$ cat config.mk
export PLATFORM = sky130hd
export DESIGN_NAME = ptt_regs
export DESIGN_NICKNAME = d
export VERILOG_FILES = /design/src/rtl/ptt_pkg.sv /design/src/rtl/ptt_regs.sv
export SDC_FILE = /design/constraint.sdc
export NUM_CORES = 1
export LEC_CHECK = 0
export ABC_AREA = 1
export BUFFER_PORTS_ARGS = -buffer_cell sky130_fd_sc_hd__buf_2
export CORE_AREA = 2 2 86 88
export DETAILED_ROUTE_END_ITERATION = 8
export DIE_AREA = 0 0 88 90
export PLACE_DENSITY = 0.51
export SLEW_MARGIN = 20
export SYNTH_ARGS = -nofsm -noshare
export SYNTH_HDL_FRONTEND = slang
export SYNTH_SLANG_ARGS = --single-unit
$ cat constraint.sdc
create_clock -name mclk -period 1.2 [get_ports mclk]
set_input_delay 0.12 -clock mclk [delete_from_list [all_inputs] [get_ports mclk]]
set_output_delay 0.12 -clock mclk [all_outputs]
set_load 0.1 [all_outputs]
$ cat src/rtl/ptt_pkg.sv
`default_nettype none
package ptt_pkg;
    // Register indices as printed; byte address is four times the index
    localparam logic [7:0] PTT_IDX_TOGGLE_TWO  = 8'h05;
    localparam logic [7:0] PTT_IDX_PWDN_STATUS = 8'h09;
    localparam logic [7:0] PTT_IDX_TEST_CTRL   = 8'h13;
    localparam logic [7:0] PTT_IDX_TEST_INSTR  = 8'h14;
    localparam logic [7:0] PTT_IDX_TOGGLE_ONE  = 8'h04;
    localparam logic [9:0] PTT_ADDR_TOGGLE_TWO  = {PTT_IDX_TOGGLE_TWO, 2'b00};
    localparam logic [9:0] PTT_ADDR_PWDN_STATUS = {PTT_IDX_PWDN_STATUS, 2'b00};
    localparam logic [9:0] PTT_ADDR_TEST_CTRL   = {PTT_IDX_TEST_CTRL, 2'b00};
    localparam logic [9:0] PTT_ADDR_TEST_INSTR  = {PTT_IDX_TEST_INSTR, 2'b00};
    localparam logic [9:0] PTT_ADDR_TOGGLE_ONE  = {PTT_IDX_TOGGLE_ONE, 2'b00};

    // Toggle register one bit positions
    localparam int PTT_T1_MON_SET  = 9;
    localparam int PTT_T1_MON_CLR  = 8;
    // Toggle register two bit positions
    localparam int PTT_T2_RAMP_PTR = 6;
    localparam int PTT_T2_BUFB_PTR = 5;
    localparam int PTT_T2_BUFA_PTR = 4;
    localparam int PTT_T2_MCLK_SET = 3;
    localparam int PTT_T2_MCLK_CLR = 2;
    localparam int PTT_T2_HOLD_SET = 1;
    localparam int PTT_T2_HOLD_CLR = 0;
    // Status word bit positions
    localparam int PTT_ST_MCLK   = 6;
    localparam int PTT_ST_HOLD   = 5;
    localparam int PTT_ST_MON    = 4;
    localparam int PTT_ST_AFC    = 3;
    localparam int PTT_ST_ADAC   = 2;
    localparam int PTT_ST_VDOWN  = 1;
    localparam int PTT_ST_VUP    = 0;
    localparam int PTT_NUM_PWR   = 5;
    localparam int PTT_REG_W     = 10;
    localparam int PTT_IR_W      = 6;
    localparam int PTT_VER_LSB   = 6;

    localparam logic [PTT_IR_W-1:0] PTT_IR_RESET = 6'h00;
    // Arbitrary neutral version value
    localparam logic [3:0]          PTT_VERSION  = 4'h1;

    // Power latches travelling together
    typedef struct packed {
        logic master_clk_active;
        logic converter_hold_on;
        logic monitor_conv_power;
        logic freq_ctrl_power;
        logic aux_dac_power;
        logic voice_down_power;
        logic voice_up_power;
    } ptt_power_s;
endpackage
`default_nettype wire

$ cat src/rtl/ptt_regs.sv
// Overview of operation
// Zero toggle bits cause no action
// Set and clear together means clear
// Bit 6 reinitialises ramp RAM pointer
// Bit 5 reinitialises burst buffer B pointer
// Bit 4 reinitialises burst buffer A pointer
// Software avoids buffer strobes during uplink burst
// Bits 3/2 set/clear master clock active
// Bits 1/0 set/clear converter hold on
// Clock inactive selects low power slow clock
// Hold on converter_hold_set ADC powered
// Hold off lets ADC switch off
// Toggle one bits 9/8 drive monitor power
// Toggle one bits 7/6 drive AFC power
// Toggle one bits 5/4 drive aux DAC
// Toggle one bits 3/2 drive voice down
// Toggle one bits 1/0 drive voice up
// Control bit one selects register instruction
// Control bit zero selects JTAG shift instruction
// Instruction field bits 5-0, reset zero
// Bits 9-6 read fixed version nibble
// Software enables both voice paths together
// Reserved bits ignored and read zero
//
// Decided for this implementation: register access over APB.
`default_nettype none
module ptt_regs (
    // Clock and reset
    input  wire logic                       mclk,
    input  wire logic                       rst,
    // APB slave
    input  wire logic                       psel,
    input  wire logic                       penable,
    input  wire logic                       pwrite,
    input  wire logic [11:0]                paddr,
    input  wire logic [31:0]                pwdata,
    output logic [31:0]                     prdata,
    output logic                            pready,
    output logic                            pslverr,
    // Test access
    input  wire logic [ptt_pkg::PTT_IR_W-1:0] jtag_shift_instr,
    output logic [ptt_pkg::PTT_IR_W-1:0]    active_test_mode,
    // Controlled blocks
    output ptt_pkg::ptt_power_s             power_latches,
    output logic                            low_power_slow_clk,
    output logic                            monitor_adc_auto_off,
    output logic                            ramp_ram_pointer_init,
    output logic                            burst_buf_b_pointer_init,
    output logic                            burst_buf_a_pointer_init
);
    import ptt_pkg::*;

    // Bus phase qualifiers
    logic                   setup_phase;
    logic                   access_phase;
    logic                   wr_en;
    logic                   rd_en;

    // Address decode, one select per register
    logic                   addr_in_range;
    logic                   sel_tog1;
    logic                   sel_tog2;
    logic                   sel_status;
    logic                   sel_test_ctrl;
    logic                   sel_test_instr;
    logic                   hit;

    // Per-register write enables
    logic                   wr_tog1_en;
    logic                   wr_tog2_en;
    logic                   wr_ctrl_en;
    logic                   wr_instr_en;

    // Toggle strobes, alive for the write cycle only
    logic [PTT_REG_W-1:0]   wr_tog1;
    logic [PTT_REG_W-1:0]   wr_tog2;
    logic [PTT_NUM_PWR-1:0] pwr_set;
    logic [PTT_NUM_PWR-1:0] pwr_clr;

    // Toggle two decode
    logic                   mclk_set;
    logic                   mclk_clr;
    logic                   hold_set;
    logic                   hold_clr;
    logic                   ramp_req;
    logic                   bufb_req;
    logic                   bufa_req;

    // Latches and strobe registers
    logic [PTT_NUM_PWR-1:0] pwr_r;
    logic                   mclk_act_r;
    logic                   hold_on_r;
    logic                   ramp_init_r;
    logic                   bufb_init_r;
    logic                   bufa_init_r;

    // Test access state
    logic                   test_mode_by_register_r;
    logic [PTT_IR_W-1:0]    instruction_field_r;
    logic [PTT_IR_W-1:0]    mode_src;
    logic [PTT_IR_W-1:0]    active_mode_r;

    // Read path
    logic [PTT_REG_W-1:0]   status_word;
    logic [PTT_REG_W-1:0]   instr_word;
    logic [PTT_REG_W-1:0]   rd_word;
    logic [31:0]            prdata_r;

    // Single-cycle access phase; never stalls the master
    assign pready        = 1'b1;

    // Phase qualifiers shared by decode and strobes
    assign setup_phase   = psel && !penable;
    assign access_phase  = psel && penable;
    // Writes land in the access phase only
    assign wr_en         = access_phase && pwrite;
    // Reads capture in setup so data stands through access
    // An unmapped read therefore returns zero
    assign rd_en         = setup_phase && !pwrite;
    // Upper address bits must be zero for any hit
    assign addr_in_range = (paddr[11:10] == 2'b00);

    // Address map, byte address four times the index:
    // index 0x04 toggle one, 0x05 toggle two,
    // 0x09 status, 0x13 test control, 0x14 test instruction
    // Toggle one sits beside toggle two as it feeds the power latches
    always_comb begin
        sel_tog1       = 1'b0;
        sel_tog2       = 1'b0;
        sel_status     = 1'b0;
        sel_test_ctrl  = 1'b0;
        sel_test_instr = 1'b0;
        if (!addr_in_range) begin
            sel_tog1       = 1'b0;
        end else if (paddr[9:0] == PTT_ADDR_TOGGLE_ONE) begin
            sel_tog1       = 1'b1;
        end else if (paddr[9:0] == PTT_ADDR_TOGGLE_TWO) begin
            sel_tog2       = 1'b1;
        end else if (paddr[9:0] == PTT_ADDR_PWDN_STATUS) begin
            sel_status     = 1'b1;
        end else if (paddr[9:0] == PTT_ADDR_TEST_CTRL) begin
            sel_test_ctrl  = 1'b1;
        end else if (paddr[9:0] == PTT_ADDR_TEST_INSTR) begin
            sel_test_instr = 1'b1;
        end
    end
    assign hit = sel_tog1
              || sel_tog2
              || sel_status
              || sel_test_ctrl
              || sel_test_instr;

    // Unmapped or above-range addresses flag an error
    // A refused access changes no state
    always_comb begin
        pslverr = 1'b0;
        if (access_phase && !hit) begin
            pslverr = 1'b1;
        end
    end

    // Write enables per register
    assign wr_tog1_en  = wr_en && sel_tog1;
    assign wr_tog2_en  = wr_en && sel_tog2;
    assign wr_ctrl_en  = wr_en && sel_test_ctrl;
    assign wr_instr_en = wr_en && sel_test_instr;

    // Toggle strobes exist only for the write cycle; nothing is stored
    // bits 31:10 never reach a strobe
    always_comb begin
        wr_tog1 = '0;
        wr_tog2 = '0;
        if (wr_tog1_en) begin
            // power strobes
            wr_tog1 = pwdata[PTT_REG_W-1:0];
        end
        if (wr_tog2_en) begin
            // latch and pointer strobes
            wr_tog2 = pwdata[PTT_REG_W-1:0];
        end
    end

    // latch requests from toggle two
    assign mclk_set = wr_tog2[PTT_T2_MCLK_SET];
    assign mclk_clr = wr_tog2[PTT_T2_MCLK_CLR];
    assign hold_set = wr_tog2[PTT_T2_HOLD_SET];
    assign hold_clr = wr_tog2[PTT_T2_HOLD_CLR];

    // pointer requests; bits 9:7 reserved, unused
    assign ramp_req = wr_tog2[PTT_T2_RAMP_PTR];
    assign bufb_req = wr_tog2[PTT_T2_BUFB_PTR];
    assign bufa_req = wr_tog2[PTT_T2_BUFA_PTR];

    // Pairs in toggle one: set at odd bit, clear at even bit
    // Clear tested first, so set plus clear in one write reads as clear
    genvar g;
    generate
        for (g = 0; g < PTT_NUM_PWR; g++) begin : g_pwr
            assign pwr_set[g] = wr_tog1[2*g+1];
            assign pwr_clr[g] = wr_tog1[2*g];
            // power latches
            // zero no-op, clear wins
            always_ff @(posedge mclk) begin
                if (rst) begin
                    pwr_r[g] <= 1'b0;
                end else if (pwr_clr[g]) begin
                    pwr_r[g] <= 1'b0;
                end else if (pwr_set[g]) begin
                    pwr_r[g] <= 1'b1;
                end
            end
        end
    endgenerate

    // master clock latch
    always_ff @(posedge mclk) begin
        if (rst) begin
            mclk_act_r <= 1'b0;
        end else if (mclk_clr) begin
            mclk_act_r <= 1'b0; // Clear before set
        end else if (mclk_set) begin
            mclk_act_r <= 1'b1;
        end
    end

    // converter hold latch
    always_ff @(posedge mclk) begin
        if (rst) begin
            hold_on_r <= 1'b0;
        end else if (hold_clr) begin
            hold_on_r <= 1'b0; // Clear before set
        end else if (hold_set) begin
            hold_on_r <= 1'b1;
        end
    end

    // Pointer strobes: one-cycle pulses, registered for clean timing
    // Uplink burst state is not seen here, so misuse is not caught
    // ramp pointer reset
    always_ff @(posedge mclk) begin
        if (rst) begin
            ramp_init_r <= 1'b0;
        end else begin
            ramp_init_r <= ramp_req;
        end
    end

    // buffer B pointer
    always_ff @(posedge mclk) begin
        if (rst) begin
            bufb_init_r <= 1'b0;
        end else begin
            bufb_init_r <= bufb_req;
        end
    end

    // buffer A pointer
    always_ff @(posedge mclk) begin
        if (rst) begin
            bufa_init_r <= 1'b0;
        end else begin
            bufa_init_r <= bufa_req;
        end
    end

    // source select bit
    always_ff @(posedge mclk) begin
        if (rst) begin
            test_mode_by_register_r <= 1'b0;
        end else if (wr_ctrl_en) begin
            // only bit 0 kept
            test_mode_by_register_r <= pwdata[0];
        end
    end

    // instruction field write
    always_ff @(posedge mclk) begin
        if (rst) begin
            instruction_field_r <= PTT_IR_RESET;
        end else if (wr_instr_en) begin
            instruction_field_r <= pwdata[PTT_IR_W-1:0];
        end
    end

    // Test mode source select
    always_comb begin
        if (test_mode_by_register_r) begin
            // register instruction
            mode_src = instruction_field_r;
        end else begin
            // JTAG shift source
            mode_src = jtag_shift_instr;
        end
    end

    // Registered so the mode never glitches; one cycle of lag
    always_ff @(posedge mclk) begin
        if (rst) begin
            active_mode_r <= PTT_IR_RESET;
        end else begin
            active_mode_r <= mode_src;
        end
    end

    // status word, reserved bits zero
    always_comb begin
        status_word               = '0;
        status_word[PTT_ST_MCLK]  = mclk_act_r;
        status_word[PTT_ST_HOLD]  = hold_on_r;
        status_word[PTT_ST_MON:0] = pwr_r;
    end

    // fixed version above instruction field
    assign instr_word = {PTT_VERSION, instruction_field_r};

    // Read mux; write-only registers read as zero
    always_comb begin
        rd_word = '0;
        if (sel_tog1 || sel_tog2) begin
            // strobes hold no value
            rd_word = '0;
        end else if (sel_status) begin
            rd_word = status_word;
        end else if (sel_test_ctrl) begin
            // Select bit is write-only
            rd_word = '0;
        end else if (sel_test_instr) begin
            rd_word = instr_word;
        end
    end

    // Read data captured in setup, valid through the access phase
    // Bits above the register width always read zero
    always_ff @(posedge mclk) begin
        if (rst) begin
            prdata_r <= 32'h0000_0000;
        end else if (rd_en) begin
            prdata_r <= {22'h00_0000, rd_word};
        end
    end
    assign prdata = prdata_r;

    // Status to controlled blocks, one field per latch
    always_comb begin
        power_latches                    = '0;
        power_latches.master_clk_active  = mclk_act_r;
        power_latches.converter_hold_on  = hold_on_r;
        power_latches.monitor_conv_power = pwr_r[PTT_ST_MON];
        power_latches.freq_ctrl_power    = pwr_r[PTT_ST_AFC];
        power_latches.aux_dac_power      = pwr_r[PTT_ST_ADAC];
        power_latches.voice_down_power   = pwr_r[PTT_ST_VDOWN];
        power_latches.voice_up_power     = pwr_r[PTT_ST_VUP];
    end

    // slow clock while inactive
    assign low_power_slow_clk   = !mclk_act_r;
    // ADC auto power-off
    assign monitor_adc_auto_off = !hold_on_r;
    // selected test mode out
    assign active_test_mode     = active_mode_r;

    // Pointer strobes out; each pulse lasts one clock
    assign ramp_ram_pointer_init    = ramp_init_r;
    assign burst_buf_b_pointer_init = bufb_init_r;
    assign burst_buf_a_pointer_init = bufa_init_r;
endmodule
`default_nettype wire

# Word-level counts from Yosys, hierarchy flattened
# Cells that the tools add are included.
# Widths: inputs -> output; s select.
[totals]
input_bits = 55
ff_bits = 33
wordCells = 75
output_inout_bits = 52
[op_classes]
n_reduce_logical = 27
bitwise = 1
eq_ne = 5
muxes = 28
[op_table]
columns = ["operator", "count"]
rows = [
  ["$mux 7", 4],
  ["$mux 1", 21],
  ["$eq 10x5->1 const B", 2],
  ["$eq 10x7->1 const B", 2],
  ["$reduce_or 2->1", 8],
  ["$eq 10x6->1 const B", 1],
  ["$mux 10", 1],
  ["$logic_and 1x1->1", 9],
  ["$mux 6", 1],
  ["$logic_not 1->1", 5],
  ["$logic_or 1x1->1", 4],
  ["$mux 4", 1],
  ["$logic_not 2->1", 1],
  ["$not 1->1", 1],
]

# Longest topological paths before layout
[logic_depth]
word_depth = 11
ltp_mapped = 9
ltp_nobuf = 9

# Worst setup path before layout
# OpenSTA, ideal clock, no wires.
[synth_timing]
path_type = "input -> output"
start = "in paddr[1]"
end = "out pslverr"
path_buffers = 0
t_required_ps = 1080
path_slack_ps = -931
stages = 7
arrival_time_ps = 2011
cell_sequence = "nor2_4 -> nand2_2 -> nor2_1 -> nor2_1 -> nand3_1 -> nand2_1 -> nor2_1"
[synth_between]
elab_chain_cells = 11
elab_cells_between_ends = 32
cone_classes = "eq/ne: 5; mux: 21; reduce/logical: 6"
[synth_rtl]
columns = ["element", "line", "rtl"]
rows = [
  ["start: declaration", "ptt_regs.sv:35", "input wire logic [11:0] paddr,"],
  ["$eq 10x7->1, or another cell as far along", "ptt_regs.sv:143", "end else if (paddr[9:0] == PTT_ADDR_TEST_INSTR) begin"],
  ["$mux 1, on equally long branches (3 in a row)", "-", ""],
  ["$mux 1, or another cell as far along", "ptt_regs.sv:137", "end else if (paddr[9:0] == PTT_ADDR_TOGGLE_TWO) begin"],
  ["$mux 1, or another cell as far along", "ptt_regs.sv:135", "end else if (paddr[9:0] == PTT_ADDR_TOGGLE_ONE) begin"],
  ["$mux 1 / $logic_or 1x1->1 (equally long branches)", "ptt_regs.sv:133, ptt_regs.sv:150", ""],
  ["$logic_or 1x1->1 (*)", "ptt_regs.sv:151", "|| sel_test_instr;"],
  ["$logic_not 1->1 (*)", "ptt_regs.sv:157", "if (access_phase && !hit) begin"],
  ["$logic_and 1x1->1 (*)", "ptt_regs.sv:157", ""],
  ["$mux 1 (*)", "ptt_regs.sv:157", ""],
  ["end: declaration", "ptt_regs.sv:39", "output logic pslverr,"],
]
# Every way passes the cells marked *; elsewhere a longest branch is shown, timed or not.

# Worst setup path after layout
# Ends and elaborated chain as after synthesis.

==> flow_summary.toml <==
[sta]
finalMaxSlewViolations = 0
timing.fmax_mhz = 779
timing.final.crit_share_pct = 107
finalSetupViolations = 1
period_needed_ps = 1280
hold_violations = 0
rsz0062_at_grt = "yes"
hold_slack_ps = 72.0
skew_ps = 3.48
layout_setup_ws_ps = -83.9

[final_layout]
layout-drive-gt1-share_pct = 41.0
antenna_cells = 0
ff_latch_area_sq_um = 616
fin_nets = 376
multi_input_area_sq_um = 973
syn_to_final_growth_pct = 56.1
utilization_pct = 38.1
num-fill-cells = 728

[worst_hold_path]
whs_endpoint = "ramp_ram_pointer_init"
hold-path-cell-count = 3
hp-class = "in -> reg"
hold_path.startpoint = "pwdata[6]"

[global_routing]
grtUsageTotal_pct = 11.9
antenna_found_initial = 0
grt_pass1_vias = 1657
grt_pass1_wl_mm = 7.50
grt_max_degree = 16
grt_overflow = 0

[setup_path]
r2r_start = "mclk_act_r"
startpoint = "paddr[1]"
r2r_end = "prdata[6]"
critPathMaxFanout = 4
ff2ff_path_depth = 4
r2r_slack_ps = 260
end_kind = "output pin"
start_kind = "primary input"
required_ps = 1080
arrival_ps = 1160
path_class = "in -> out"

[placement]
post-place-ws_ps = -146
numPortBuffers = 58
gp_congestion = 0.811
hpwl_mm = 3.65

[synth]
synth.most_common_cell = "nand2_1"
synth_common_cells = "55 x nand2_1, 32 x nor2_1, 30 x dfxtp_1"
synth_cells = 244
synth_top_area_share_pct = 35.0
synth.area.top_cells = "dfxtp_1 35%, buf_4 12%, nand2_1 12%"
ys_warn_count = 0
ys_async_sr_fraction_pct = 0
ys_seq_area_share_pct = 35.0
synth_area_sq_um = 1710
synth_cell_type_count = 24
synth.avg_cell_area_sq_um = 7.03
yosys.area.top_type = "dfxtp_1"
synth-edff-count = 0
synth_flop_cell = "dfxtp_1"
synth_seq_cells = 30

[detailed_routing]
drt_iter0_drc = 76
drc_errors = 0
vias = 1717
wl_per_cell_microns = 11.0
routed_wl_mm = 4.62
avgViaCountPerCell = 4.08
drtAntennaViolNets = 0
dr.pass1.iters = 4

[cts]
cts_root_buffer = "clkbuf_8"
cts_num_sinks = 30
cts_hold_buf = 0
clk_pin_slew_worst_paths_ps = 60
cts_inserted_buffers = 5
clockBufferDepth = 2
insertion_delay_ps = 280
cts_tree = "yes"
cts-htree-levels = 2

[die]
core_area_sq_um = 7020
die_w_microns = 88
chipHeight_microns = 90
start_util_pct = 24.4
fp.dieArea_sq_um = 7920
rows = 31
io-pin-count = 107

[power_and_ir_drop]
p_leak_uw = 0.00120
p_total_uw = 2670
power_density_nw_per_um2 = 996
ir_drop_v = 0.000328

[run_status]
violations = "negative setup slack"
status = "complete, but fails checks"

[run]
cap_violations = 0
==> registers in the layout, summed over array words and instances, names as in the netlist <==
register,flops
power_latches,5
active_test_mode,6
mclk_act_r,1
burst_buf_b_pointer_init,1
test_mode_by_register_r,1
burst_buf_a_pointer_init,1
instruction_field_r,6
hold_on_r,1
prdata,7
ramp_ram_pointer_init,1
==> kinds of logic (layout without fill, tap and decap cells) <==
kind of cell / Yosys count / count (layout) / share of synthesized area (%)
DFF: 30 / 30 / 35.0
and+or+nand+nor: 131 / 131 / 37.9
buffers and inverters: 51 / 105 / 17.9
other: 2 / 26 / 0.438
AOI/OAI and AO/OA: 30 / 30 / 8.76
==> worst max path at each step <==
stage / endpoint / slack (ps) / cells after the start
6_report: pslverr / -80 / 9
5_1_grt: pslverr / -170 / 8
4_1_cts: pslverr / -90 / 12
3_5_place_dp: pslverr / -150 / 9
3_3_place_gp: pslverr / -150 / 9
2_1_floorplan: pslverr / -170 / 7
==> cell type report <==
type / count / share of cell area (%)
clock buffer: 8 / 4.11
multi-input combinational: 187 / 36.4
inverter: 18 / 3.04
timing repair buffer: 79 / 28.8
tap: 99 / 4.63
sequential: 30 / 23.0
==> worst max-delay path, stage by stage <==
cell and delay [ps]:
buf_2 110, nor2_4 130, nand3_1 130, nor2_4 140, a21oi_2 50, nand3_1 100
nand2_2 80, nor2_4 130, buf_12 180
==> per-layer routing <==
layer | wire length [microns] | global-route usage, %
met5 | 0 | 0
met3 | 287 | 3.49
met2 | 2130 | 18.4
met4 | 48 | 3.08
met1 | 2150 | 16.1
==> repair_timing <==
action,4_1_cts,5_1_grt
setup buffers,2,0
endpoints found under the setup margin,2,6
endpoints found under the hold margin,0,0
pin swaps,10,8
gates resized for setup,8,11
==> cells in the final DEF, fill, tap and decap left out, types with 5 or more instances in the layout <==
cell type / synthesis / layout
nand2_1: 55 / 51
dfxtp_1: 30 / 18
buf_12: 0 / 21
o21ai_0: 8 / 8
a21oi_1: 22 / 21
nor2_4: 5 / 10
buf_4: 28 / 17
dfxtp_2: 0 / 12
buf_2: 3 / 38
nand3_1: 11 / 10
nor2_1: 32 / 27
conb_1: 2 / 26
clkbuf_8: 0 / 8
nand4_1: 14 / 14
inv_1: 15 / 14
nand2_2: 3 / 7
nor2_2: 5 / 5
==> metrics by stage <==
| stage | setup TNS (ps) | instances | area (sq um) |
|---|---|---|---|
| finish | -83.9 | 421 | 2680 |
| detailed placement | -1610 | 411 | 2470 |
| global placement | -1290 | 411 | 2470 |
| CTS | -93.5 | 421 | 2630 |
| floorplan | -296 | 268 | 1840 |
| global route | -170 | 421 | 2680 |
==> where the power goes <==
part | switching (uW) | internal [uW]
combinational | 586 | 123
sequential | 3.09 | 1010
clock | 370 | 578
No activity file was read; power rests on OpenSTA's default activity.
